$ cat src/ims_consts.vh
// constants and register map of the two-wire bus controller
`ifndef IMS_CONSTS_VH
`define IMS_CONSTS_VH

// ==================================================
// register indices
`define IMS_A_CTLL 3'h0
`define IMS_A_CTLH 3'h1
`define IMS_A_STAT 3'h2
`define IMS_A_MSK 3'h3
`define IMS_A_BRG 3'h4
`define IMS_A_ADD 3'h5
`define IMS_A_TRN 3'h6
`define IMS_A_RCV 3'h7
// ==================================================
// control_low fields and reset value
`define IMS_CTLL_RST 16'h1000
`define IMS_CTLL_MSK 16'hbcff
`define IMS_B_ON 15
`define IMS_B_IDL 13
`define IMS_B_REL 12
`define IMS_B_GRD 11
`define IMS_B_A10 10
`define IMS_B_GCA 7
`define IMS_B_SCE 6
`define IMS_B_AKV 5
`define IMS_B_AKR 4
`define IMS_B_RXR 3
`define IMS_B_SPR 2
`define IMS_B_RSR 1
`define IMS_B_SRQ 0
// ==================================================
// control_high and status fields
`define IMS_B_AHLD 1
`define IMS_B_DHLD 0
`define IMS_B_CLSH 7
`define IMS_B_OVF 6
// ==================================================
// address patterns
`define IMS_GC_ADDR 8'h00
`define IMS_HDR10 5'h1e
`endif

$ cat src/ims_ctrl.v
// two-wire bus master and addressed slave controller
//
// The strobed register port and the register addresses are this design's own decisions.
`timescale 1ns/10ps
`include "ims_consts.vh"
module ims_ctrl #(
  parameter BRGW = 16
) (
  input wire ref_clk,
  input wire rst_b,
  input wire [2:0] addr,
  input wire [15:0] wdata,
  input wire wr_stb,
  input wire rd_stb,
  output reg [15:0] rdata_q,
  input wire cpu_idle,
  input wire scl_in,
  output reg scl_out_q,
  output reg scl_oe_q,
  input wire sda_in,
  output reg sda_out_q,
  output reg sda_oe_q,
  output reg pin_owner_q,
  output reg slv_evt_q
);
  localparam M_IDLE = 3'h0;
  localparam M_START = 3'h1;
  localparam M_RSTART = 3'h2;
  localparam M_STOP = 3'h3;
  localparam M_TX = 3'h4;
  localparam M_RX = 3'h5;
  localparam M_ACK = 3'h6;
  localparam S_IDLE = 3'h0;
  localparam S_ADDR = 3'h1;
  localparam S_ADR2 = 3'h2;
  localparam S_RX = 3'h3;
  localparam S_TX = 3'h4;
  localparam S_IGN = 3'h5;

  // ==================================================
  // state
  reg [15:0] ctl_q;
  reg [1:0] cth_q;
  reg [9:0] msk_q;
  reg [9:0] own_q;
  reg [BRGW-1:0] brg_q;
  reg [BRGW:0] brg_cnt_q;
  reg [7:0] tx_q;
  reg [7:0] rx_q;
  reg ackst_q, gc_q, a10_q, tx_write_clash_q, ov_q, da_q, p_q, s_q, rw_q, rbf_q, tbf_q;
  reg [2:0] m_st_q;
  reg [4:0] m_cnt_q;
  reg [7:0] m_sh_q;
  reg m_scl_q, m_sda_q, own_bus_q;
  reg [2:0] s_st_q;
  reg [2:0] s_nxt_q;
  reg [3:0] s_bit_q;
  reg [7:0] s_sh_q;
  reg s_sda_q, s_scl_q, s_nak_q, s_wait_q;
  reg [1:0] s_pnd_q;
  reg scl_p_q, sda_p_q, sda_dly_q;
  reg [15:0] rd_d;

  wire on = ctl_q[`IMS_B_ON];
  wire run = on & ~(ctl_q[`IMS_B_IDL] & cpu_idle);
  wire strict = ctl_q[`IMS_B_GRD];
  wire ten = ctl_q[`IMS_B_A10];
  wire start_det = scl_in & scl_p_q & sda_p_q & ~sda_in;
  wire stop_det = scl_in & scl_p_q & ~sda_p_q & sda_in;
  wire scl_rise = scl_in & ~scl_p_q;
  wire scl_fall = ~scl_in & scl_p_q;
  wire busy = (m_st_q != M_IDLE) | tbf_q;

  // ==================================================
  // rate generator
  // a slave holding the clock low keeps reloading the count
  wire hold = ~scl_oe_q & ~scl_in & ~m_scl_q;
  wire tick = run & (brg_cnt_q == {(BRGW+1){1'b0}}) & ~hold;
  wire [BRGW:0] reload = {1'b0, brg_q} + {{BRGW{1'b0}}, 1'b1};

  always @(posedge ref_clk or negedge rst_b)
  begin
    if (!rst_b)
      brg_cnt_q <= {(BRGW+1){1'b0}};
    else if (!run)
      brg_cnt_q <= {(BRGW+1){1'b0}};
    else if (hold || tick)
      brg_cnt_q <= reload;
    else
      brg_cnt_q <= brg_cnt_q - {{BRGW{1'b0}}, 1'b1};
  end

  // ==================================================
  // slave address match
  wire [9:0] mske = strict ? 10'h000 : msk_q;
  wire [6:0] a7 = s_sh_q[7:1];
  wire hdr = (a7[6:2] == `IMS_HDR10);
  wire rsv = (a7[6:3] == 4'h0) | (a7[6:3] == 4'hf);
  wire m7 = ~|((a7 ^ own_q[6:0]) & ~mske[6:0]);
  wire mh = hdr & ~|((a7[1:0] ^ own_q[9:8]) & ~mske[9:8]);
  wire m10 = ~|((s_sh_q ^ own_q[7:0]) & ~mske[7:0]);
  wire gcb = (s_sh_q == `IMS_GC_ADDR);
  wire rsv_ok = rsv & ~hdr & ~strict;
  wire a_ok = gcb ? ctl_q[`IMS_B_GCA] :
    ten ? ((mh & (~s_sh_q[0] | a10_q)) | rsv_ok) : (rsv_ok | (~rsv & m7));
  wire s_act = (s_st_q != S_IDLE) & (s_st_q != S_IGN);

  // ==================================================
  // read mux
  always @*
  begin
    rd_d = 16'h0000;
    case (addr)
      `IMS_A_CTLL: rd_d = ctl_q;
      `IMS_A_CTLH: rd_d = {14'h0000, cth_q};
      `IMS_A_STAT: rd_d = {ackst_q, m_st_q == M_TX, 4'h0, gc_q, a10_q,
                           tx_write_clash_q, ov_q, da_q, p_q, s_q, rw_q, rbf_q, tbf_q};
      `IMS_A_MSK: rd_d = {6'h00, msk_q};
      `IMS_A_BRG: rd_d = brg_q;
      `IMS_A_ADD: rd_d = {6'h00, own_q};
      `IMS_A_TRN: rd_d = {8'h00, tx_q};
      `IMS_A_RCV: rd_d = {8'h00, rx_q};
      default: rd_d = 16'h0000;
    endcase
  end

  // ==================================================
  // registers, master and slave engines
  always @(posedge ref_clk or negedge rst_b)
  begin
    if (!rst_b)
    begin
      ctl_q <= `IMS_CTLL_RST;
      cth_q <= 2'h0;
      msk_q <= 10'h000;
      own_q <= 10'h000;
      brg_q <= {BRGW{1'b0}};
      tx_q <= 8'h00;
      rx_q <= 8'h00;
      {ackst_q, gc_q, a10_q, tx_write_clash_q, ov_q, da_q} <= 6'h00;
      {p_q, s_q, rw_q, rbf_q, tbf_q} <= 5'h00;
      m_st_q <= M_IDLE;
      m_cnt_q <= 5'h00;
      m_sh_q <= 8'h00;
      {m_scl_q, m_sda_q, own_bus_q} <= 3'h0;
      s_st_q <= S_IDLE;
      s_nxt_q <= S_IDLE;
      s_bit_q <= 4'h0;
      s_sh_q <= 8'h00;
      {s_sda_q, s_scl_q, s_nak_q, s_wait_q} <= 4'h0;
      s_pnd_q <= 2'h0;
      {scl_p_q, sda_p_q} <= 2'h3;
      {sda_dly_q, sda_oe_q, scl_oe_q, sda_out_q, scl_out_q} <= 5'h00;
      pin_owner_q <= 1'b0;
      slv_evt_q <= 1'b0;
      rdata_q <= 16'h0000;
    end
    else
    begin
      scl_p_q <= scl_in;
      sda_p_q <= sda_in;
      slv_evt_q <= 1'b0;
      rdata_q <= rd_stb ? rd_d : 16'h0000;
      if (rd_stb && addr == `IMS_A_RCV)
        rbf_q <= 1'b0;
      if (wr_stb)
      begin
        case (addr)
          `IMS_A_CTLL:
          begin
            ctl_q <= wdata & `IMS_CTLL_MSK;
            // a written zero stretches only when allowed
            ctl_q[`IMS_B_REL] <= wdata[`IMS_B_REL] | (~ctl_q[`IMS_B_SCE] & ctl_q[`IMS_B_REL]);
          end
          `IMS_A_CTLH: cth_q <= wdata[1:0];
          `IMS_A_STAT:
          begin
            if (!wdata[`IMS_B_CLSH])
              tx_write_clash_q <= 1'b0;
            if (!wdata[`IMS_B_OVF])
              ov_q <= 1'b0;
          end
          `IMS_A_MSK: msk_q <= wdata[9:0];
          `IMS_A_BRG: brg_q <= wdata[BRGW-1:0];
          `IMS_A_ADD: own_q <= wdata[9:0];
          `IMS_A_TRN:
          begin
            if (busy)
              tx_write_clash_q <= 1'b1;
            else
            begin
              tx_q <= wdata[7:0];
              tbf_q <= 1'b1;
            end
          end
          default: ;
        endcase
      end
      if (run && start_det)
      begin
        s_q <= 1'b1;
        p_q <= 1'b0;
      end
      if (run && stop_det)
      begin
        p_q <= 1'b1;
        s_q <= 1'b0;
      end
      // master: one step per half-period tick
      if (tick)
      begin
        case (m_st_q)
          M_IDLE:
          begin
            m_cnt_q <= 5'h00;
            if (ctl_q[`IMS_B_SRQ])
              m_st_q <= M_START;
            else if (ctl_q[`IMS_B_RSR])
              m_st_q <= M_RSTART;
            else if (ctl_q[`IMS_B_SPR])
              m_st_q <= M_STOP;
            else if (ctl_q[`IMS_B_RXR])
            begin
              m_st_q <= M_RX;
              m_sda_q <= 1'b0;
            end
            else if (ctl_q[`IMS_B_AKR])
            begin
              m_st_q <= M_ACK;
              m_sda_q <= ~ctl_q[`IMS_B_AKV];
            end
            else if (tbf_q && own_bus_q)
            begin
              m_st_q <= M_TX;
              m_sh_q <= tx_q;
              m_sda_q <= ~tx_q[7];
            end
          end
          M_START:
          begin
            m_cnt_q <= m_cnt_q + 5'h01;
            if (m_cnt_q == 5'h00)
              m_sda_q <= 1'b1;
            else
            begin
              m_scl_q <= 1'b1;
              own_bus_q <= 1'b1;
              ctl_q[`IMS_B_SRQ] <= 1'b0;
              m_st_q <= M_IDLE;
            end
          end
          M_RSTART:
          begin
            m_cnt_q <= m_cnt_q + 5'h01;
            case (m_cnt_q)
              5'h00: m_sda_q <= 1'b0;
              5'h01: m_scl_q <= 1'b0;
              5'h02: m_sda_q <= 1'b1;
              default:
              begin
                m_scl_q <= 1'b1;
                ctl_q[`IMS_B_RSR] <= 1'b0;
                m_st_q <= M_IDLE;
              end
            endcase
          end
          M_STOP:
          begin
            m_cnt_q <= m_cnt_q + 5'h01;
            case (m_cnt_q)
              5'h00: m_sda_q <= 1'b1;
              5'h01: m_scl_q <= 1'b0;
              default:
              begin
                m_sda_q <= 1'b0;
                own_bus_q <= 1'b0;
                ctl_q[`IMS_B_SPR] <= 1'b0;
                m_st_q <= M_IDLE;
              end
            endcase
          end
          M_TX, M_RX, M_ACK:
          begin
            m_cnt_q <= m_cnt_q + 5'h01;
            if (!m_cnt_q[0])
              m_scl_q <= 1'b0;
            else
            begin
              m_scl_q <= 1'b1;
              if (m_st_q == M_ACK)
              begin
                m_sda_q <= 1'b0;
                ctl_q[`IMS_B_AKR] <= 1'b0;
                m_st_q <= M_IDLE;
              end
              else if (m_st_q == M_RX)
              begin
                m_sh_q <= {m_sh_q[6:0], sda_in};
                if (m_cnt_q[4:1] == 4'h7)
                begin
                  rx_q <= {m_sh_q[6:0], sda_in};
                  rbf_q <= 1'b1;
                  if (rbf_q)
                    ov_q <= 1'b1;
                  ctl_q[`IMS_B_RXR] <= 1'b0;
                  m_st_q <= M_IDLE;
                end
              end
              else if (m_cnt_q[4:1] == 4'h8)
              begin
                ackst_q <= sda_in;
                tbf_q <= 1'b0;
                m_st_q <= M_IDLE;
              end
              else
              begin
                m_sh_q <= {m_sh_q[6:0], 1'b0};
                m_sda_q <= (m_cnt_q[4:1] == 4'h7) ? 1'b0 : ~m_sh_q[6];
              end
            end
          end
          default: m_st_q <= M_IDLE;
        endcase
      end
      // slave: follows the line edges
      if (run && !own_bus_q)
      begin
        s_scl_q <= s_act & (~ctl_q[`IMS_B_REL] | (|s_pnd_q)) & (s_scl_q | ~scl_in);
        if (s_pnd_q[1])
          s_pnd_q <= 2'h0;
        else if (s_pnd_q[0] && ctl_q[`IMS_B_REL])
        begin
          // two-step release keeps data settled before the clock rises
          s_sda_q <= ~ctl_q[`IMS_B_AKV];
          s_nak_q <= ctl_q[`IMS_B_AKV];
          s_pnd_q <= 2'h2;
        end
        if (start_det)
        begin
          s_st_q <= S_ADDR;
          s_bit_q <= 4'h0;
          s_sda_q <= 1'b0;
          s_pnd_q <= 2'h0;
        end
        else if (stop_det)
        begin
          s_st_q <= S_IDLE;
          gc_q <= 1'b0;
          a10_q <= 1'b0;
          s_sda_q <= 1'b0;
        end
        else if (s_st_q == S_TX)
        begin
          if (!scl_in)
            s_sda_q <= s_bit_q[3] ? 1'b0 : ~tx_q[3'h7 - s_bit_q[2:0]];
          if (scl_rise)
          begin
            if (s_bit_q != 4'h8)
              s_bit_q <= s_bit_q + 4'h1;
            else
            begin
              tbf_q <= 1'b0;
              s_bit_q <= 4'h0;
              if (sda_in)
                s_st_q <= S_IGN;
              else
                ctl_q[`IMS_B_REL] <= 1'b0;
            end
          end
        end
        else if (s_act)
        begin
          if (scl_rise && !s_bit_q[3])
          begin
            s_sh_q <= {s_sh_q[6:0], sda_in};
            s_bit_q <= s_bit_q + 4'h1;
          end
          if (scl_fall && s_bit_q == 4'h9)
          begin
            s_sda_q <= 1'b0;
            s_bit_q <= 4'h0;
            s_st_q <= s_nak_q ? S_IGN : s_nxt_q;
            if (s_nxt_q == S_TX && !s_nak_q)
              ctl_q[`IMS_B_REL] <= 1'b0;
          end
          else if (scl_fall && s_bit_q == 4'h8)
          begin
            s_bit_q <= 4'h9;
            s_nak_q <= 1'b0;
            s_wait_q <= (s_st_q == S_RX) ? cth_q[`IMS_B_DHLD] : cth_q[`IMS_B_AHLD];
            if (s_st_q == S_RX)
            begin
              rx_q <= s_sh_q;
              rbf_q <= 1'b1;
              if (rbf_q)
                ov_q <= 1'b1;
              da_q <= 1'b1;
              slv_evt_q <= 1'b1;
              s_nxt_q <= S_RX;
              if (cth_q[`IMS_B_DHLD])
              begin
                ctl_q[`IMS_B_REL] <= 1'b0;
                s_pnd_q <= 2'h1;
              end
              else
              begin
                s_sda_q <= ~rbf_q;
                s_nak_q <= rbf_q;
                if (ctl_q[`IMS_B_SCE])
                  ctl_q[`IMS_B_REL] <= 1'b0;
              end
            end
            else if ((s_st_q == S_ADDR && a_ok) || (s_st_q == S_ADR2 && m10))
            begin
              da_q <= 1'b0;
              slv_evt_q <= 1'b1;
              if (s_st_q == S_ADR2)
              begin
                a10_q <= 1'b1;
                s_nxt_q <= S_RX;
              end
              else
              begin
                rw_q <= s_sh_q[0];
                gc_q <= gcb;
                s_nxt_q <= gcb ? S_RX : (ten & hdr & ~s_sh_q[0]) ? S_ADR2 : s_sh_q[0] ? S_TX : S_RX;
              end
              if (cth_q[`IMS_B_AHLD])
              begin
                ctl_q[`IMS_B_REL] <= 1'b0;
                s_pnd_q <= 2'h1;
              end
              else
                s_sda_q <= 1'b1;
            end
            else
              s_st_q <= S_IGN;
          end
        end
      end
      // disabled: both pins back to port control
      if (!on)
      begin
        ctl_q[`IMS_B_REL] <= 1'b1;
        ctl_q[4:0] <= 5'h00;
        m_st_q <= M_IDLE;
        s_st_q <= S_IDLE;
        {m_scl_q, m_sda_q, own_bus_q, s_sda_q, s_scl_q} <= 5'h00;
        s_pnd_q <= 2'h0;
        {p_q, s_q} <= 2'h0;
      end
      // extra flop on data gives hold time after the clock falls
      sda_dly_q <= on & (m_sda_q | s_sda_q);
      sda_oe_q <= on & sda_dly_q;
      scl_oe_q <= on & (m_scl_q | s_scl_q);
      pin_owner_q <= on;
      sda_out_q <= 1'b0;
      scl_out_q <= 1'b0;
    end
  end
endmodule // ims_ctrl

$ cat config.mk
export PLATFORM = sky130hd
export DESIGN_NAME = ims_ctrl
export DESIGN_NICKNAME = d
export VERILOG_FILES = /design/src/ims_ctrl.v
export VERILOG_INCLUDE_DIRS = /design/src /design/src/src
export SDC_FILE = /design/constraint.sdc
export NUM_CORES = 1
export LEC_CHECK = 0
export BUFFER_PORTS_ARGS = -buffer_cell sky130_fd_sc_hd__buf_2
export CAP_MARGIN = 5
export CORE_UTILIZATION = 45
export DETAILED_ROUTE_END_ITERATION = 8
export GPL_ROUTABILITY_DRIVEN = 0
export PLACE_DENSITY = 0.72
export SLEW_MARGIN = 10
export SYNTH_ARGS = -nofsm -noshare
export SYNTH_HDL_FRONTEND = slang
export SYNTH_SLANG_ARGS = --single-unit
$ cat constraint.sdc
create_clock -name ref_clk -period 4.45 [get_ports ref_clk]
set_input_delay 0 -clock ref_clk [delete_from_list [all_inputs] [get_ports ref_clk]]
set_output_delay 0 -clock ref_clk [all_outputs]
set_load 0.01 [all_outputs]
==> impl_table.tex <==
\begin{tabular}{lr}
\hline
Metric & Value \\
\hline
\multicolumn{2}{l}{\textbf{Worst setup path}} \\
Type of element launching the critical path & register \\
Worst Path Class, Setup & reg2reg \\
Capture instance of the worst register-to-register path & rx\_q[6]\$\_DFF\_PN0\_ \\
Worst endpoint data arrival time & around 3.7 ns \\
Worst reg2reg path depth & 7 \\
Critical Path Sink Type & register \\
Required time worst endpoint & approximately 4.8 ns \\
FF-to-FF Start & brg\_cnt\_q[4]\$\_DFF\_PN0\_ \\
Worst Path Max Fanout & 11 \\
Register-to-register path setup slack & a little over 1 ns \\
\multicolumn{2}{l}{\textbf{STA}} \\
Setup-violating endpoint count in the final report & 0 \\
Total count of hold-check failures in the final report & 0 \\
Achievable frequency & approximately 0.29 GHz \\
Final critical-path required period & roughly 3.4 ns \\
Worst rel slew slack & 0.312 \\
Worst hold slack & approximately 0.0098 ns \\
Unrepaired setup endpoints after global routing & false \\
Fin crit share & 0.774 \\
Total negative slack & 0 ns \\
Max-slew violations & 0 \\
Worst slew pin tran & 1.03 ns \\
Clock skew & between 0.01 and 0.015 ns \\
\multicolumn{2}{l}{\textbf{Die}} \\
Initial Utilization & 0.464 \\
Die X-Extent & approximately 140 um \\
Vertical die dimension & 142 um \\
I/O pin cnt & 48 \\
Area of the core & 18,900 sq um \\
Die Area & about 20,000 sq um \\
Placement row count & 50 \\
\multicolumn{2}{l}{\textbf{Place}} \\
Detail Placement HPWL & 17,100 um \\
Port bufs & 45 \\
\multicolumn{2}{l}{\textbf{Clock network}} \\
Inserted Clock Buffers & 17 \\
Clock Path Buffers & 2 \\
Total of hold buffers inserted after clock tree synthesis & 20 \\
Clk Tree Root Cell & sky130\_fd\_sc\_hd\_\_clkbuf\_16 \\
Post CTS Setup Buffer Count & 0 \\
Clock-pin slew on the worst setup and hold paths & approximately 0.070 ns \\
Resize count post-CTS & 0 \\
Number of H-tree branching levels & 4 \\
CTS tree & yes \\
Worst skew pair latency & about 0.44 ns \\
Sinks on Clock Net & 159 \\
\multicolumn{2}{l}{\textbf{Worst hold path}} \\
Endpoint of the worst hold path & cth\_q[0]\$\_DFFE\_PN0P\_ \\
Worst Min Path Start & wdata[0] \\
Worst Hold Class & in2reg \\
Worst hold path depth & 2 \\
\multicolumn{2}{l}{\textbf{Yosys}} \\
Post-synthesis instance area & between 8000 and 9000 sq um \\
Register area share after synthesis & 0.454 \\
Synthesized area per cell & 9.78 sq um \\
Total of warnings raised by yosys & 0 \\
Predominant post-synthesis flop cell & sky130\_fd\_sc\_hd\_\_dfrtp\_1 \\
Synthesis-stage register bit count & between 150 and 200 \\
Gate count of the mapped netlist & between 800 and 900 \\
Number of unique standard cell types used by synthesis & 72 \\
Share of async-settable or async-resettable flops after synthesis & 1.00 \\
EDFF count, synth & 0 \\
\multicolumn{2}{l}{\textbf{Job}} \\
Max-cap viol count & 0 \\
\multicolumn{2}{l}{\textbf{Layout}} \\
Commonest non-fill, non-tap cells in the layout & 156 x sky130\_fd\_sc\_hd\_\_dfrtp\_1, 92 x sky130\_fd\_sc\_hd\_\_nor2\_1, 71 x sky130\_fd\_sc\_hd\_\_nand2\_1 \\
Commonest non-fill, non-tap cell in the layout & sky130\_fd\_sc\_hd\_\_dfrtp\_1 \\
Fraction of final layout cells with drive strength greater than 1 & 0.182 \\
Count of nets after finishing & slightly below 1,000 \\
Area Overhead vs Synth & 14.2\% \\
\multicolumn{2}{l}{\textbf{Pwr}} \\
VDD IR-drop max & around 0.22 mV \\
Pwr Density & about 470 nW/um\^{}2 \\
Total leakage power & about 0.0044 uW \\
\multicolumn{2}{l}{\textbf{Detailed routing}} \\
Post-detailed-route wirelength per cell & roughly 20 um \\
Post-Route WL & about 24,000 um \\
\# DRC & 0 \\
Detailed-route via count & about 7,200 \\
Antenna viol nets, final & 0 \\
Drt first-iter violations & 647 \\
Drt via density & 5.94 \\
1st-pass router iterations & 6 \\
\multicolumn{2}{l}{\textbf{GRT}} \\
Number of global-route vias before repair & 6,862 \\
Largest net degree at the start of global routing & about 80 \\
Grt ovf & 0 \\
Global-route wire length before repair & about 38,000 um \\
Antenna violations before repair & 1 \\
Overall global routing resource usage & 0.251 \\
\multicolumn{2}{l}{\textbf{Status}} \\
Result of the run & complete, no violations \\
\hline
\end{tabular}
==> per-stage QoR <==
| stage | total power, uW | setup slack (ns) | std cells | instance area (sq um) | util |
|---|---|---|---|---|---|
| floorplan | 2750 | 1.30 | 898 | 8780 | - |
| global placement | 3080 | 1.11 | 1159 | 9180 | 0.486 |
| detailed placement | 3100 | 1.02 | 1159 | 9180 | 0.486 |
| CTS | 4720 | 0.985 | 1211 | 10000 | 0.530 |
| global route | 4960 | 0.859 | 1212 | 10000 | 0.530 |
| finish | 4740 | 1.01 | 1212 | 10000 | 0.530 |
==> cells in the mapped netlist, types with 19 or more instances <==
library cell | number | share of area
sky130_fd_sc_hd__a211oi_1 | 21 | 0.018
sky130_fd_sc_hd__clkbuf_1 | 42 | 0.018
sky130_fd_sc_hd__nor2_1 | 93 | 0.040
sky130_fd_sc_hd__nand2_1 | 71 | 0.030
sky130_fd_sc_hd__nand3_1 | 20 | 0.011
sky130_fd_sc_hd__a21oi_1 | 37 | 0.021
sky130_fd_sc_hd__o21ai_0 | 64 | 0.037
sky130_fd_sc_hd__xor2_1 | 30 | 0.030
sky130_fd_sc_hd__dfrtp_1 | 156 | 0.44
sky130_fd_sc_hd__xnor2_1 | 19 | 0.019
sky130_fd_sc_hd__inv_1 | 21 | 0.0090
sky130_fd_sc_hd__mux2i_1 | 36 | 0.041
sky130_fd_sc_hd__mux2_2 | 65 | 0.083
sky130_fd_sc_hd__nor3_1 | 21 | 0.012
==> sequential cells by signal, indices dropped and copies added, names as in the netlist, 4 cells and up <==
name	count
brg_cnt_q	17
brg_q	16
rdata_q	16
ctl_q	13
msk_q	10
own_q	10
rx_q	8
s_sh_q	8
tx_q	8
m_sh_q	7
m_cnt_q	5
s_bit_q	4
==> where the power goes <==
group	switching (uW)	internal [uW]	leakage, uW
clock network	599	1010	0.000311
registers	308	1650	0.00207
logic	657	513	0.00206
==> logic make-up (layout without fill, tap and decap cells) <==
group | count (synthesis) | count (layout) | synth area share
xor gates and xnor gates | 49 | 49 | 0.0489
buffers and inverters | 74 | 127 | 0.0337
and+or+nand+nor | 306 | 306 | 0.174
other | 1 | 3 | 0.000427
AOI/OAI and AO/OA | 195 | 195 | 0.145
DFF | 159 | 159 | 0.454
adders and majority gates | 10 | 10 | 0.0143
muxes | 103 | 103 | 0.130
==> how the worst max path moves through the flow <==
stage | from | to
2_1_floorplan | brg_cnt_q[4]$_DFF_PN0_ | m_sh_q[4]$_DFFE_PN0P_
3_3_place_gp | brg_cnt_q[4]$_DFF_PN0_ | m_sh_q[0]$_DFFE_PN0P_
3_5_place_dp | brg_cnt_q[4]$_DFF_PN0_ | rx_q[6]$_DFF_PN0_
4_1_cts | brg_cnt_q[4]$_DFF_PN0_ | rx_q[6]$_DFF_PN0_
5_1_grt | brg_cnt_q[4]$_DFF_PN0_ | rx_q[6]$_DFF_PN0_
6_report | brg_cnt_q[4]$_DFF_PN0_ | rx_q[6]$_DFF_PN0_
==> metal layers <==
metal / global-route usage / part of all wire
met1: 0.335 / 0.43
met2: 0.390 / 0.45
met3: 0.0557 / 0.077
met4: 0.120 / 0.036
met5: 0 / 0
==> area by class of cell <==
type	instances	area [sq um]
antenna	1	2.50
tap	260	325
clock inverter	11	186
fill	1712	8870
multi-input combinational	665	4500
inverter	23	86.3
sequential	159	3980
timing repair buffer	72	484
clock buffer	21	450
==> critical path, cell delays in order (launching register included) <==
cell and delay (ns):
sky130_fd_sc_hd__dfrtp_1 0.42, sky130_fd_sc_hd__or4_4 0.55, sky130_fd_sc_hd__or4_4 0.54, sky130_fd_sc_hd__or3_1 0.54
sky130_fd_sc_hd__nor2_1 0.20, sky130_fd_sc_hd__and4b_1 0.64, sky130_fd_sc_hd__mux2i_1 0.28, sky130_fd_sc_hd__o21ai_0 0.12
Note: power is estimated with default switching activity, not from simulation.
